### config.mk
export PLATFORM = sky130hd
export DESIGN_NAME = msid_core
export DESIGN_NICKNAME = d
export VERILOG_FILES = /design/src/hdl/msid_core.v /design/src/hdl/msid_decode.v
export VERILOG_INCLUDE_DIRS = /design/src /design/src/hdl
export SDC_FILE = /design/constraint.sdc
export NUM_CORES = 1
export LEC_CHECK = 0
export BUFFER_PORTS_ARGS = -buffer_cell sky130_fd_sc_hd__buf_2
export CORE_MARGIN = 4
export CORE_UTILIZATION = 25
export DETAILED_ROUTE_END_ITERATION = 10
export GPL_TIMING_DRIVEN = 0
export PLACE_DENSITY = 0.52
export SLEW_MARGIN = 0
export SYNTH_ARGS = -nofsm -noshare
export SYNTH_HDL_FRONTEND = slang
export SYNTH_SLANG_ARGS = --single-unit
### constraint.sdc
create_clock -name clock -period 2.1 [get_ports clock]
set_input_delay 0.42 -clock clock [delete_from_list [all_inputs] [get_ports clock]]
set_output_delay 0.42 -clock clock [all_outputs]
set_load 0.1 [all_outputs]
### src/hdl/msid_map.vh
`ifndef MSID_MAP_VH
`define MSID_MAP_VH
`define MSID_OP_SET_UPPER 10'h05B
`define MSID_OP_VDET_EN 10'h293
`define MSID_OP_SKIP_BIT 10'h020
`define MSID_OP_SKIP_BIT_MASK 10'h3FC
`define MSID_OP_SKIP_CARRY 10'h02F
`define MSID_REG_CTRL 4'h0
`define MSID_REG_STATUS 4'h4
`define MSID_REG_INSTR 4'h8
`define MSID_REG_TABLE 4'hC
`define MSID_CTRL_HVAR_BIT 0
`define MSID_CTRL_CLR_UPPER_BIT 1
`define MSID_RESP_OKAY 2'b00
`define MSID_RESP_SLVERR 2'b10
`endif

### src/hdl/msid_core.v
// Chosen here: the register addresses and register access over AXI4-Lite.
`timescale 1ns/1ps
`include "msid_map.vh"
module msid_core (
   input wire clock,
   input wire reset,
   input wire instr_valid,
   input wire [9:0] instr,
   input wire [3:0] pointed_memory_nibble,
   input wire carry_in,
   input wire table_ref,
   input wire [1:0] table_high_bits,
   input wire [3:0] d_in,
   input wire s_axi_awvalid,
   input wire [3:0] s_axi_awaddr,
   input wire s_axi_wvalid,
   input wire [31:0] s_axi_wdata,
   input wire [3:0] s_axi_wstrb,
   input wire s_axi_bready,
   input wire s_axi_arvalid,
   input wire [3:0] s_axi_araddr,
   input wire s_axi_rready,
   output reg s_axi_awready,
   output reg s_axi_wready,
   output reg s_axi_bvalid,
   output reg [1:0] s_axi_bresp,
   output reg s_axi_arready,
   output reg s_axi_rvalid,
   output reg [31:0] s_axi_rdata,
   output reg [1:0] s_axi_rresp,
   output reg pc_advance,
   output reg exec_suppressed,
   output reg carry_out,
   output reg [3:0] d_out,
   output reg d_write,
   output reg upper_table_ref_flag,
   output reg voltage_detect_enable
);
   // ==========================================
   // Decode
   wire is_set_upper;
   wire is_vdet_en;
   wire is_skip_bit;
   wire is_skip_carry;
   reg skip_pending_reg;
   reg hvar_reg;
   reg [9:0] last_instr_reg;
   reg aw_got_reg;
   reg w_got_reg;
   reg [3:0] aw_addr_reg;
   reg [31:0] w_data_reg;
   reg w_strb0_reg;
   wire exec;
   wire skip_now;
   wire clr_upper;
   wire do_write;
   reg [31:0] rdata_next;
   reg [1:0] rresp_next;

   msid_decode u_dec (
      .instr(instr),
      .is_set_upper(is_set_upper),
      .is_vdet_en(is_vdet_en),
      .is_skip_bit(is_skip_bit),
      .is_skip_carry(is_skip_carry)
   );

   // ==========================================
   // Register address check, shared by both channels
   // All four word slots are mapped, so only alignment can fail
   function msid_addr_ok;
      input [3:0] addr;
      begin
         msid_addr_ok = (addr[1:0] == 2'b00);
      end
   endfunction

   // Skipped slot executes nothing
   assign exec = instr_valid & ~skip_pending_reg;
   assign skip_now = exec & ((is_skip_bit & ~pointed_memory_nibble[instr[1:0]]) |
                             (is_skip_carry & ~carry_in));
   assign do_write = aw_got_reg & w_got_reg & ~s_axi_bvalid;
   assign clr_upper = do_write & w_strb0_reg & (aw_addr_reg == `MSID_REG_CTRL) &
                      w_data_reg[`MSID_CTRL_CLR_UPPER_BIT];

   // ==========================================
   // Execute
   always @(posedge clock) begin
      if (reset) begin
         skip_pending_reg <= 1'b0;
         upper_table_ref_flag <= 1'b0;
         voltage_detect_enable <= 1'b0;
         pc_advance <= 1'b0;
         exec_suppressed <= 1'b0;
         carry_out <= 1'b0;
         d_out <= 4'h0;
         d_write <= 1'b0;
         last_instr_reg <= 10'h000;
      end else begin
         // Program counter moves on every slot, skipped or not
         pc_advance <= instr_valid;
         exec_suppressed <= instr_valid & skip_pending_reg;
         carry_out <= carry_in;
         if (instr_valid) begin
            skip_pending_reg <= skip_now;
            last_instr_reg <= instr;
         end
         // Set wins over a software clear in the same cycle
         if (exec & is_set_upper) begin
            upper_table_ref_flag <= 1'b1;
         end else if (clr_upper) begin
            upper_table_ref_flag <= 1'b0;
         end
         if (exec & is_vdet_en & hvar_reg) begin
            voltage_detect_enable <= 1'b1;
         end
         d_write <= exec & table_ref & upper_table_ref_flag;
         if (exec & table_ref & upper_table_ref_flag) begin
            d_out <= {d_in[3:2], table_high_bits};
         end
      end
   end

   // ==========================================
   // AXI4-Lite slave, one write and one read at a time
   always @(posedge clock) begin
      if (reset) begin
         s_axi_awready <= 1'b0;
         s_axi_wready <= 1'b0;
         s_axi_bvalid <= 1'b0;
         s_axi_bresp <= `MSID_RESP_OKAY;
         aw_got_reg <= 1'b0;
         w_got_reg <= 1'b0;
         aw_addr_reg <= 4'h0;
         w_data_reg <= 32'h0000_0000;
         w_strb0_reg <= 1'b0;
         hvar_reg <= 1'b0;
      end else begin
         // Ready pulses one cycle so a held valid is taken only once
         s_axi_awready <= ~aw_got_reg & ~s_axi_awready & s_axi_awvalid;
         s_axi_wready <= ~w_got_reg & ~s_axi_wready & s_axi_wvalid;
         if (s_axi_awvalid & s_axi_awready) begin
            aw_got_reg <= 1'b1;
            aw_addr_reg <= s_axi_awaddr;
         end
         if (s_axi_wvalid & s_axi_wready) begin
            w_got_reg <= 1'b1;
            w_data_reg <= s_axi_wdata;
            w_strb0_reg <= s_axi_wstrb[0];
         end
         if (do_write) begin
            s_axi_bvalid <= 1'b1;
            s_axi_bresp <= msid_addr_ok(aw_addr_reg) ? `MSID_RESP_OKAY : `MSID_RESP_SLVERR;
            // Only the control word is writable; the rest ignore data
            if (w_strb0_reg && aw_addr_reg == `MSID_REG_CTRL) begin
               hvar_reg <= w_data_reg[`MSID_CTRL_HVAR_BIT];
            end
         end
         if (s_axi_bvalid & s_axi_bready) begin
            s_axi_bvalid <= 1'b0;
            aw_got_reg <= 1'b0;
            w_got_reg <= 1'b0;
         end
      end
   end

   // ==========================================
   // Read data select
   // Status shows live carry, so a read reflects the slot it lands in
   always @* begin
      rdata_next = 32'h0000_0000;
      rresp_next = `MSID_RESP_OKAY;
      if (!msid_addr_ok(s_axi_araddr)) begin
         rresp_next = `MSID_RESP_SLVERR;
      end else begin
         case (s_axi_araddr)
            `MSID_REG_CTRL: begin
               rdata_next = {31'h0000_0000, hvar_reg};
            end
            `MSID_REG_STATUS: begin
               rdata_next = {28'h000_0000, skip_pending_reg, carry_in, voltage_detect_enable,
                             upper_table_ref_flag};
            end
            `MSID_REG_INSTR: begin
               rdata_next = {22'h00_0000, last_instr_reg};
            end
            `MSID_REG_TABLE: begin
               rdata_next = {28'h000_0000, d_out};
            end
            default: begin
               rdata_next = 32'h0000_0000;
            end
         endcase
      end
   end

   // ==========================================
   // Read channel
   // New address is refused while a read answer still waits
   always @(posedge clock) begin
      if (reset) begin
         s_axi_arready <= 1'b0;
         s_axi_rvalid <= 1'b0;
         s_axi_rdata <= 32'h0000_0000;
         s_axi_rresp <= `MSID_RESP_OKAY;
      end else begin
         s_axi_arready <= ~s_axi_rvalid & ~s_axi_arready & s_axi_arvalid;
         if (s_axi_arvalid & s_axi_arready) begin
            s_axi_rvalid <= 1'b1;
            s_axi_rresp <= rresp_next;
            s_axi_rdata <= rdata_next;
         end else if (s_axi_rvalid & s_axi_rready) begin
            s_axi_rvalid <= 1'b0;
         end
      end
   end
endmodule // msid_core

### src/hdl/msid_decode.v
`timescale 1ns/1ps
`include "msid_map.vh"
// Pure decoder for the four instructions
module msid_decode (
   input wire [9:0] instr,
   output wire is_set_upper,
   output wire is_vdet_en,
   output wire is_skip_bit,
   output wire is_skip_carry
);
   assign is_set_upper = (instr == `MSID_OP_SET_UPPER);
   assign is_vdet_en = (instr == `MSID_OP_VDET_EN);
   assign is_skip_bit = ((instr & `MSID_OP_SKIP_BIT_MASK) == `MSID_OP_SKIP_BIT);
   assign is_skip_carry = (instr == `MSID_OP_SKIP_CARRY);
endmodule // msid_decode

Word level (Yosys, flattened, before mapping)
Index checks and enable logic that the tools add are counted.
W data, S select, Z words.
Storage, ports and cells
  output and inout bits: 51
  bits of input ports: 74
  bits in registers: 72
Operators by class
  reductions and logical operators: 9
  mux-type cells: 10
  magnitude comparators: 1
  equality and inequality tests: 7
  bitwise gates (word level): 37
Operators with widths (number)
  $pmux W10 S4: 1
  $and A1 B1 Y1: 26
  $eq A10 B10 Y1 const B: 1
  $eq A10 B6 Y1 const B: 1
  $eq A10 B7 Y1 const B: 1
  $mux W10: 1
  $not A1 Y1: 10
  $eq A4 B4 Y1 const B: 2
  $eq A8 B4 Y1 const B: 1
  $logic_not A4 Y1: 2
  $mux W1: 5
  $eq A4 B3 Y1 const B: 1
  $logic_not A2 Y1: 2
  $mux W2: 2
  $reduce_bool A2 Y1: 2
  $lt A2 B3 Y1 const B: 1
  $bmux W1 S2: 1
  $reduce_and A2 Y1: 1
  $reduce_or A2 Y1: 1
  $logic_and A1 B1 Y1: 1
  $or A1 B1 Y1: 1

Depth between registers and ports, before layout
Gate-level depths: netlist (run 1).
  word-level depth: 7
  gate-level depth with buffers: 5
  depth with buffers taken out: 4

Hierarchy
Synthesis (run 1) repeated with hierarchy kept, for this count alone.
Second synthesis, totals
  cells, all modules: 221
  area, all modules: 2062.0 um2
By module, submodules not included
  msid_core: area an instance 1983.2 um2, cells each 210, times used 1
  msid_decode: area an instance 78.8 um2, cells each 11, times used 1

Least setup slack after synthesis (run 1)
Ideal clock, no wire load.
  path kind: register to register
  start point: register s_axi_arready
  end point: register s_axi_rdata[4]
  setup time: 0.068 ns
  data required time: 2.032 ns
  setup slack: -0.116 ns
  arrival: 2.148 ns
  period minus slack after synthesis: 2.216 ns
  buffers on the path: 1
  stages on the path, launching flop included: 6
  cells stage by stage: dfxtp_1 > nor4bb_1 > and2_0 > buf_2 > a22oi_1 > nor2_1
Between the ends
  word-level cells in the longest chain between the ends: 1
RTL lines
  start: declaration: line msid_core.v:27  | output reg s_axi_arready,
  start signal: assignment: line msid_core.v:207  | s_axi_arready <= ~s_axi_rvalid & ~s_axi_arready & s_axi_arvalid;
  $and A1 B1 Y1: line msid_core.v:208  | if (s_axi_arvalid & s_axi_arready) begin
  end signal: assignment: line msid_core.v:211  | s_axi_rdata <= rdata_next;
  end: declaration: line msid_core.v:29  | output reg [31:0] s_axi_rdata,
Every way passes these cells.
A chain may end at the register's enable or synchronous reset.

Worst setup path in the final report (run 1)
  start point: register aw_addr_reg[0]
  end point: register hvar_reg
Between the ends
  word-level cells in the longest chain between the ends: 3
RTL lines
  start: declaration: line msid_core.v:50  | reg [3:0] aw_addr_reg;
  start signal: assignment: line msid_core.v:144  | aw_addr_reg <= s_axi_awaddr;
  $logic_not A4 Y1 (no source line)
  $logic_and A1 B1 Y1 (no source line)
  $reduce_and A2 Y1 (no source line)
  end signal: assignment: line msid_core.v:156  | hvar_reg <= w_data_reg[`MSID_CTRL_HVAR_BIT];
  end: declaration: line msid_core.v:46  | reg hvar_reg;
Every way passes these cells.

==> results of run 1 <==
==> logic make-up after synthesis <==
| group | synth area share |
|---|---|
| muxes | 0.108 |
| and+or+nand+nor | 0.192 |
| other | 0.00186 |
| AOI/OAI and AO/OA | 0.116 |
| DFF | 0.478 |
| buffers and inverters | 0.105 |
==> timing repair <==
| item | 4_1_cts | 5_1_grt |
|---|---|---|
| resized for setup | 0 | 1 |
| setup endpoints to repair | 0 | 2 |
| setup buffers | 0 | 0 |
==> worst max-delay path by stage <==
| stage | start | end | slack, ns | cells past startpoint |
|---|---|---|---|---|
| 3_3_place_gp | s_axi_araddr[1] | s_axi_rdata[5] | 0.14 | 6 |
| 2_1_floorplan | s_axi_arready | s_axi_rdata[4] | 0.22 | 5 |
| 6_report | aw_addr_reg[0] | hvar_reg | 0.40 | 4 |
| 4_1_cts | s_axi_arready | s_axi_rdata[4] | 0.21 | 5 |
| 3_5_place_dp | s_axi_araddr[1] | s_axi_rdata[5] | 0.08 | 6 |
| 5_1_grt | aw_addr_reg[0] | hvar_reg | 0.26 | 4 |
==> metrics by stage <==
step | total power, mW | utilization | worst slack (ns)
final | 2.18 | 0.347 | 0.399
after global routing | 2.28 | 0.347 | 0.261
after CTS | 2.20 | 0.346 | 0.208
after detailed placement | 1.39 | 0.329 | 0.0802
after global placement | 1.39 | 0.329 | 0.135
after floorplan | 1.31 | - | 0.221
==> metal layers <==
layer	wire length, µm	share of wire	vias to the layer above
met5	0	0	-
met4	59	0.011	0
met3	467	0.089	8
met2	2340	0.44	63
met1	2400	0.46	773
li1	-	-	889
==> layout make-up <==
class	count	area (µm²)
Clock buffer	5	68.8
Buffer	32	211
Multi-Input combinational cell	155	932
Fill cell	843	5070
Sequential cell	48	962
Tap cell	102	128
Clock inverter	3	68.8
Timing Repair Buffer	65	325
==> where the power goes <==
group          internal (mW)  total [mW]  switching (mW)
Clock                  0.479       0.811           0.332
Combinational         0.0978       0.422           0.324
Sequential             0.935       0.952          0.0165
==> Yosys cell counts (3+ instances only) <==
library cell	number
sky130_fd_sc_hd__dfxtp_1	48
sky130_fd_sc_hd__mux2i_1	16
sky130_fd_sc_hd__buf_4	24
sky130_fd_sc_hd__nand3_1	7
sky130_fd_sc_hd__a21oi_1	15
sky130_fd_sc_hd__a22oi_1	11
sky130_fd_sc_hd__buf_1	4
sky130_fd_sc_hd__nor2b_1	3
sky130_fd_sc_hd__mux2_2	3
sky130_fd_sc_hd__nand2_1	11
sky130_fd_sc_hd__a22o_1	3
sky130_fd_sc_hd__clkbuf_1	3
sky130_fd_sc_hd__nor2_1	32
sky130_fd_sc_hd__or3_1	3
sky130_fd_sc_hd__nor4b_1	3
==> results_dict.tcl, run 1 <==
set metrics [dict create \
    setup_repair_after_global_routing_missed_its_margin "no" \
    cp.arrival_ns 1.89 \
    share_of_synthesized_area_occupied_by_flip_flops_and_latches 0.478 \
    total_leakage_power_nw 1.27 \
    final.setup_skew_ns 0.0103 \
    grt_pass1_vias 1690 \
    chipHeight_um 97.7 \
    avgViaCountPerCell 4.23 \
    most-common-layout-cells "sky130_fd_sc_hd__buf_2 (66), sky130_fd_sc_hd__dfxtp_1 (47), sky130_fd_sc_hd__nor2_1 (32), sky130_fd_sc_hd__buf_4 (24), sky130_fd_sc_hd__conb_1 (24)" \
    dpl.hpwl_um 4230 \
    groute.usage.overall 0.112 \
    worst_skew_pair.late_latency_ns 0.31 \
    globalRoute.totalOverflow 0 \
    grtUsageMet1 0.147 \
    starting_utilization_of_the_core_area 0.259 \
    route.detailed.drc 0 \
    diodes 0 \
    final_nets 381 \
    critical_path.reg2reg.endpoint "hvar_reg" \
    finalCritPeriodShare 0.810 \
    hold_path_depth 2 \
    synth_async_sr_flop_share 0 \
    crit_chain "or4b_2 > nor3_1 > mux2i_1 > nor2_1" \
    yosysUniqueCellTypes 34 \
    grt_busiest_layer "met2" \
    clock-root-buffer "sky130_fd_sc_hd__clkbuf_8" \
    floorplan.die_area_um2 9550 \
    clock_tree_from_tritoncts "done" \
    mappedNetlistArea_um2 2010 \
    placed_area_um2 2550 \
    final_max_slew_viol_count 0 \
    hold_path_class "input port to flip-flop" \
    groute.layer.met3.usage 0.0366 \
    largest_net_degree_at_the_start_of_global_routing 17 \
    timing.critical_path.fanout_max 3 \
    place_inst 402 \
    instance_count_of_the_mapped_netlist 212 \
    worstHoldEndpoint "aw_got_reg" \
    port-buffer-count 65 \
    critical_path.startpoint_type "flip-flop" \
    worstSetupEndpointType "flip-flop" \
    worst_hold_launch "s_axi_bready" \
    layout.cells.most_common "sky130_fd_sc_hd__buf_2" \
    max-slew-margin-rel 0.519 \
    finalNonFillerCells 410 \
    timing.critical_path.buf_inv 0 \
    ant_nets 0 \
    first_pass_iters 4 \
    total_power_density_per_cell_area_nw_per_um2 810 \
    cp_slowest_stage_delay_ns 0.66 \
    timing.final.setup_violations 0 \
    fin_crit_ns 1.70 \
    worstPathRequired_ns 2.29 \
    synth_top_cells_by_area "sky130_fd_sc_hd__dfxtp_1 (48%), sky130_fd_sc_hd__buf_4 (9.0%), sky130_fd_sc_hd__mux2i_1 (8.0%)" \
    synth_warnings 0 \
    critPathKind "flip-flop to flip-flop" \
    critPathSlowestCell "sky130_fd_sc_hd__or4b_2" \
    numCtsBuffers 5 \
    critical_path.top_delay_family "simple AND/OR/NAND/NOR gates" \
    finalHoldViolCount 0 \
    area_delta_synth_final_pct 34.0 \
    tns_ns 0 \
    max_freq_mhz 588 \
    number_of_antenna_violations_at_the_first_check_in_global_routing 0 \
    cts.path.max_buffers 2 \
    stdcell_area_um2 2700 \
    max-cap-violations 0 \
    synth_register_bits 48 \
    r2r_setup_slack_ns 0.40 \
    clock_sink_count 48 \
    worst-slew-pin-transition_ns 0.722 \
    first_iter_violations 36 \
    leading_area_contributor_after_synthesis "sky130_fd_sc_hd__dfxtp_1" \
    finalWeightedCongestion 0.780 \
    rows 32 \
    grt_first_pass_wirelength_um 8590 \
    worst_r2r_path_depth 4 \
    worst_setup_hold_path_clk_slew_ns 0.10 \
    io-pin-count 125 \
    route.final.wire_length_um 5270 \
    use_met2 0.176 \
    cts-htree-levels 2 \
    synth.top_cell.area_share 0.478 \
    worst_hold_slack_ns 0.310 \
    crit-reg2reg-launch "aw_addr_reg[0]" \
    die_width_um 97.7 \
    drive_gt1_frac 0.351 \
    cts-hold-fix-buffers 0 \
    ys.flop_type "sky130_fd_sc_hd__dfxtp_1" \
    detail_route.wl_per_cell_um 12.8 \
    outcome "completed" \
    vias 1733 \
    synth_edf_count 0 \
    ir_drop_worst_case_vdd_mv 0.433 \
    core_area_um2 7770 \
    postSynthAreaPerCell_um2 9.49 \
]
No activity file was read; power rests on OpenSTA's default activity.
==> run 2: changes to the inputs <==
--- a/config.mk
+++ b/config.mk
@@ -6,12 +6,13 @@
 export SDC_FILE = /design/constraint.sdc
 export NUM_CORES = 1
 export LEC_CHECK = 0
+export ABC_AREA = 1
 export BUFFER_PORTS_ARGS = -buffer_cell sky130_fd_sc_hd__buf_2
 export CORE_MARGIN = 4
 export CORE_UTILIZATION = 25
 export DETAILED_ROUTE_END_ITERATION = 10
 export GPL_TIMING_DRIVEN = 0
-export PLACE_DENSITY = 0.52
+export PLACE_DENSITY = 0.53
 export SLEW_MARGIN = 0
 export SYNTH_ARGS = -nofsm -noshare
 export SYNTH_HDL_FRONTEND = slang
==> constraint.sdc (replaced) <==
create_clock -name clock -period 1.5 [get_ports clock]
set_input_delay 0.3 -clock clock [delete_from_list [all_inputs] [get_ports clock]]
set_output_delay 0.3 -clock clock [all_outputs]
set_load 0.1 [all_outputs]
==> run 2 against run 1 <==
  * Clock skew is 0.0012 ns lower
  * Cell area rose by 2.6%
  * Sequential power up 41%
  * First-iteration DRC count grew 140%
  * Clock power up 34%
  * Final cell count up 19%
  * Non-clock buffer count down 1
  * Die area up 3.4%
  * Register-to-register slack worse by 0.09 ns
  * Sequential share of layout area decreased by 0.71 points
  * Synthesized area increased by 3.7%
  * Critical path depth fell by 3
==> results_dict.tcl, run 2 <==
set metrics [dict create \
    core_area_um2 8180 \
    power.net_switching_mw 0.938 \
    post-layout-total-power_mw 3.04 \
    synth_warnings 0 \
    worst_setup_hold_path_clk_slew_ns 0.09 \
    comb_power_share 0.203 \
    fin_crit_ns 1.43 \
    ir_drop_worst_case_vdd_mv 0.364 \
    internal_power_mw 2.10 \
    crit_chain "buf_2" \
    clock_sink_count 48 \
    floorplan.die_area_um2 9870 \
    ant_nets 0 \
    die_width_um 99.4 \
    critical_path.top_delay_family "buffers and inverters" \
    synth_most_common_cell "sky130_fd_sc_hd__nand2_1" \
    max-cap-violations 0 \
    io-pin-count 125 \
    hold_path_class "input port to flip-flop" \
    worst_hold_slack_ns 0.229 \
    first_pass_iters 4 \
    synth_register_bits 48 \
    drive_gt1_frac 0.285 \
    wl_met1_um 2620 \
    most-common-layout-cells "sky130_fd_sc_hd__buf_2 (67), sky130_fd_sc_hd__nand2_1 (53), sky130_fd_sc_hd__nor2_1 (44), sky130_fd_sc_hd__dfxtp_1 (43), sky130_fd_sc_hd__inv_1 (26)" \
    synth_top_cells_by_area "sky130_fd_sc_hd__dfxtp_1 (46%), sky130_fd_sc_hd__nand2_1 (9.5%), sky130_fd_sc_hd__buf_4 (9.0%)" \
    route.met2.wl_um 2360 \
    instance_count_of_the_mapped_netlist 287 \
    power.switching_fraction 0.308 \
    detail_route.wl_per_cell_um 11.5 \
    critPathKind "flip-flop to output port" \
    critPathSlowestCell "sky130_fd_sc_hd__buf_2" \
    multi_input_area_um2 898 \
    synth.top_cells.by_count "sky130_fd_sc_hd__nand2_1 (53), sky130_fd_sc_hd__dfxtp_1 (48), sky130_fd_sc_hd__nor2_1 (44)" \
    final_max_slew_viol_count 0 \
    clock_tree_from_tritoncts "done" \
    layout.cells.most_common "sky130_fd_sc_hd__buf_2" \
    cp_slowest_stage_delay_ns 0.45 \
    port-buffer-count 65 \
    starting_utilization_of_the_core_area 0.255 \
    share_of_synthesized_area_occupied_by_flip_flops_and_latches 0.460 \
    dp_worst_setup_slack_ns 0.0292 \
    route.detailed.drc 0 \
    worstPathRequired_ns 1.20 \
    globalRoute.totalOverflow 0 \
    outcome "completed" \
    number_of_antenna_violations_at_the_first_check_in_global_routing 0 \
    vias 1993 \
    route.final.wire_length_um 5600 \
    timing.critical_path.buf_inv 1 \
    rows 33 \
    worstSetupPathDepth 1 \
    postSynthAreaPerCell_um2 7.27 \
    setup_repair_after_global_routing_missed_its_margin "no" \
    utilization 0.338 \
    timing.critical_path.fanout_max 3 \
    grt_first_pass_wirelength_um 8870 \
    number_of_gates_resized_after_cts 0 \
    filler_cell_count 916 \
    first_iter_violations 88 \
    finalCritPeriodShare 0.950 \
    max_freq_mhz 702 \
    clock-root-buffer "sky130_fd_sc_hd__clkbuf_8" \
    diodes 0 \
    cts-htree-levels 2 \
    final_nets 456 \
    total_power_density_per_cell_area_nw_per_um2 1100 \
    worst_skew_pair.late_latency_ns 0.30 \
    grt_pass1_vias 1860 \
    worstSetupEndpointType "output port" \
    chipHeight_um 99.4 \
    cp.arrival_ns 1.13 \
    finalHoldViolCount 0 \
    avgViaCountPerCell 4.09 \
    sequential_cell_area_um2 967 \
    cts.path.max_buffers 2 \
    ys.flop_type "sky130_fd_sc_hd__dfxtp_1" \
    yosysUniqueCellTypes 20 \
    groute.usage.overall 0.113 \
    final.setup_skew_ns 0.00912 \
    topRoutingLayerUsed "met4" \
    setup_slack_ns 0.0749 \
    hold_path_depth 3 \
    timing.final.setup_violations 0 \
    worst_r2r_path_depth 6 \
    tns_ns 0 \
    synth_async_sr_flop_share 0 \
    wl_met3_um 549 \
    synth_edf_count 0 \
    synth.top_cell.area_share 0.460 \
    dpl.hpwl_um 4530 \
    largest_net_degree_at_the_start_of_global_routing 15 \
    share_seq_of_total_power 0.440 \
    max-slew-margin-rel 0.648 \
    total_leakage_power_nw 1.38 \
    post-cts-setup-buffer-count 0 \
    cts-hold-fix-buffers 0 \
    worst-slew-pin-transition_ns 0.528 \
    mappedNetlistArea_um2 2090 \
    critical_path.startpoint_type "flip-flop" \
    share_clk_of_total_power 0.358 \
    finalWeightedCongestion 0.771 \
    numCtsBuffers 5 \
    area_delta_synth_final_pct 32.5 \
    leading_area_contributor_after_synthesis "sky130_fd_sc_hd__dfxtp_1" \
]
-- run 2: layout make-up --
| class | instances | share of cell area |
|---|---|---|
| clock buffers | 5 | 0.0249 |
| clock inverters | 2 | 0.0217 |
| flip-flops and latches | 48 | 0.350 |
| well taps | 105 | 0.0475 |
| multi-input cells | 204 | 0.325 |
| plain buffers | 31 | 0.0769 |
| repair buffers | 65 | 0.118 |
| inverters | 27 | 0.0367 |
-- run 2: final timing paths --
check                                      startpoint               endpoint  slack (ns)
worst max register to register          s_axi_arready         s_axi_rdata[4]        0.31
worst max-delay path            voltage_detect_enable  voltage_detect_enable        0.07
worst min register to register           s_axi_wready           s_axi_wready        0.41
worst min-delay path                    s_axi_awvalid          s_axi_awready        0.23
-- run 2: metal layers --
metal	vias to the layer above	track usage
li1	1065	-
met1	848	0.148
met2	73	0.178
met3	7	0.0344
met4	0	0.0347
met5	-	0
-- run 2: power groups by stage --
stage / Sequential, mW / Clock [mW] / Combinational (mW)
after detailed placement: 1.37 / 0 / 0.615
final: 1.34 / 1.09 / 0.616
after floorplan: 1.45 / 0 / 0.425
after global placement: 1.37 / 0 / 0.614
after global routing: 1.34 / 1.17 / 0.659
after CTS: 1.34 / 1.11 / 0.616
-- run 2: kinds of logic after synthesis --
group | Yosys count | share of synthesized area
flops | 48 | 0.460
compound gates | 50 | 0.124
other cells | 1 | 0.00180
simple gates | 130 | 0.264
buf+inv | 58 | 0.150
-- run 2: stage by stage --
stage | instances | area [µm²]
floorplan | 310 | 2180
finish | 487 | 2770
detailed placement | 480 | 2640
CTS | 487 | 2770
global placement | 480 | 2640
global route | 487 | 2770
-- run 2: worst reg2reg max path, cell delays in order (launching register included) --
cell and delay (ns):
sky130_fd_sc_hd__dfxtp_2 0.34, sky130_fd_sc_hd__nand2_1 0.08, sky130_fd_sc_hd__inv_1 0.12, sky130_fd_sc_hd__nand2_1 0.11, sky130_fd_sc_hd__nor3_4 0.26, sky130_fd_sc_hd__nand2_1 0.10
sky130_fd_sc_hd__a21oi_1 0.12
==> run 3: changes to the inputs <==
--- a/config.mk
+++ b/config.mk
@@ -12,6 +12,7 @@
 export CORE_UTILIZATION = 25
 export DETAILED_ROUTE_END_ITERATION = 10
 export GPL_TIMING_DRIVEN = 0
+export MAX_ROUTING_LAYER = met4
 export PLACE_DENSITY = 0.53
 export SLEW_MARGIN = 0
 export SYNTH_ARGS = -nofsm -noshare
==> run 3 against run 2 <==
  * Global-route usage up 0.33 points
  * First-iteration DRC count rose by 1.1%
  * Largest cell class unchanged
  * Clock skew is 0.0018 ns higher
  * Combinational power is essentially flat
  * Critical endpoint unchanged
==> results_dict.tcl, run 3 (synthesized netlist as in run 2, its figures left out) <==
set metrics [dict create \
    outcome "completed" \
    crit_chain "buf_2" \
    max_freq_mhz 702 \
    r2r_setup_slack_ns 0.32 \
    first_pass_iters 4 \
    numCtsBuffers 5 \
    clock_sink_count 48 \
    worstSetupPathDepth 1 \
    hold_path_class "input port to flip-flop" \
    tns_ns 0 \
    cts-hold-fix-buffers 0 \
    route.final.wire_length_um 5610 \
    largest_net_degree_at_the_start_of_global_routing 15 \
    detail_route.wl_per_cell_um 11.5 \
    worstPathRequired_ns 1.20 \
    globalRoute.totalOverflow 0 \
    total_leakage_power_nw 1.38 \
    io-pin-count 125 \
    post-layout-total-power_mw 3.04 \
    critical_path.startpoint_type "flip-flop" \
    critPathKind "flip-flop to output port" \
    filler_cell_count 916 \
    timing.critical_path.buf_inv 1 \
    first_iter_violations 89 \
    die_width_um 99.4 \
    diodes 0 \
    worst_r2r_path_depth 6 \
    ir_drop_worst_case_vdd_mv 0.364 \
    max-slew-margin-rel 0.647 \
    total_power_density_per_cell_area_nw_per_um2 1100 \
    critPathSlowestCell "sky130_fd_sc_hd__buf_2" \
    drive_gt1_frac 0.285 \
    area_delta_synth_final_pct 32.5 \
    number_of_antenna_violations_at_the_first_check_in_global_routing 0 \
    clock_tree_from_tritoncts "done" \
    route.detailed.drc 0 \
    chipHeight_um 99.4 \
    worst-slew-pin-transition_ns 0.530 \
    power.switching_fraction 0.308 \
    number_of_gates_resized_after_cts 0 \
    most-common-layout-cells "sky130_fd_sc_hd__buf_2 (67), sky130_fd_sc_hd__nand2_1 (53), sky130_fd_sc_hd__nor2_1 (44), sky130_fd_sc_hd__dfxtp_1 (43), sky130_fd_sc_hd__inv_1 (26)" \
    floorplan.die_area_um2 9870 \
    finalHoldViolCount 0 \
    setup_repair_after_global_routing_missed_its_margin "no" \
    grt_first_pass_wirelength_um 8870 \
    timing.critical_path.fanout_max 3 \
    layout.cells.most_common "sky130_fd_sc_hd__buf_2" \
    comb_power_share 0.203 \
    finalCritPeriodShare 0.950 \
    timing.final.setup_violations 0 \
    grt_pass1_vias 1863 \
    ant_nets 0 \
    vias 1984 \
    dpl.hpwl_um 4530 \
    finalWeightedCongestion 0.781 \
    port-buffer-count 65 \
    hold_path_depth 3 \
    clock-root-buffer "sky130_fd_sc_hd__clkbuf_8" \
    post-cts-setup-buffer-count 0 \
    cp.arrival_ns 1.13 \
    share_seq_of_total_power 0.440 \
    cts.path.max_buffers 2 \
    core_area_um2 8180 \
    fin_crit_ns 1.43 \
    final.setup_skew_ns 0.0109 \
    starting_utilization_of_the_core_area 0.255 \
    worstSetupEndpointType "output port" \
    internal_power_mw 2.10 \
    power.net_switching_mw 0.937 \
    cp_slowest_stage_delay_ns 0.45 \
    worst_skew_pair.late_latency_ns 0.30 \
    final_max_slew_viol_count 0 \
    avgViaCountPerCell 4.07 \
    max-cap-violations 0 \
    critical_path.top_delay_family "buffers and inverters" \
    rows 33 \
    groute.usage.overall 0.116 \
    worst_setup_hold_path_clk_slew_ns 0.09 \
    cts-htree-levels 2 \
    share_clk_of_total_power 0.357 \
    final_nets 456 \
]
run 3: cell counts in the layout (fill, tap and decap cells not counted):
No cell type changed its count.
run 3: worst paths after layout:
check,start,to
setup / recovery,voltage_detect_enable,voltage_detect_enable
setup reg to reg,s_axi_arready,s_axi_rdata[4]
hold reg to reg,s_axi_arready,s_axi_arready
hold / removal,s_axi_awvalid,s_axi_awready
run 3: worst min-delay path: cells and delay by family:
family                 cells  cell delay, ns
buffers and inverters      1            0.10
and+or+nand+nor            2            0.09
run 3: per-stage QoR:
| stage | instances | utilization | hold slack (ns) | setup slack (ns) | area (µm²) |
|---|---|---|---|---|---|
| after floorplan | 310 | - | 0.390 | 0.0333 | 2180 |
| after global placement | 480 | 0.322 | 0.397 | 0.0156 | 2640 |
| after detailed placement | 480 | 0.322 | 0.403 | 0.0292 | 2640 |
| after CTS | 487 | 0.338 | 0.219 | 0.0603 | 2770 |
| after global routing | 487 | 0.338 | 0.218 | 0.0229 | 2770 |
| final | 487 | 0.338 | 0.228 | 0.0748 | 2770 |
run 3: cell type report:
cell class                      count  area [µm²]  share of cell area
Inverter                           27         101              0.0367
Tap cell                          105         131              0.0475
Timing Repair Buffer               65         325               0.118
Sequential cell                    48         967               0.350
Clock buffer                        5        68.8              0.0249
Clock inverter                      2        60.1              0.0217
Buffer                             31         213              0.0769
Multi-Input combinational cell    204         898               0.325
run 3: routing by layer:
| layer | share of wire | wire [µm] | track usage | vias up |
|---|---|---|---|---|
| met4 | 0.012 | 68 | 0.0347 | 0 |
| met1 | 0.48 | 2700 | 0.150 | 845 |
| met3 | 0.083 | 464 | 0.0288 | 7 |
| met2 | 0.42 | 2380 | 0.179 | 69 |
| li1 | - | - | - | 1063 |
| met5 | 0 | 0 | - | - |
run 3: power groups by stage:
| stage | Clock [mW] | Combinational (mW) | Sequential [mW] |
|---|---|---|---|
| floorplan | 0 | 0.425 | 1.45 |
| global placement | 0 | 0.614 | 1.37 |
| detailed placement | 0 | 0.615 | 1.37 |
| CTS | 1.11 | 0.616 | 1.34 |
| global route | 1.16 | 0.659 | 1.34 |
| finish | 1.09 | 0.616 | 1.34 |
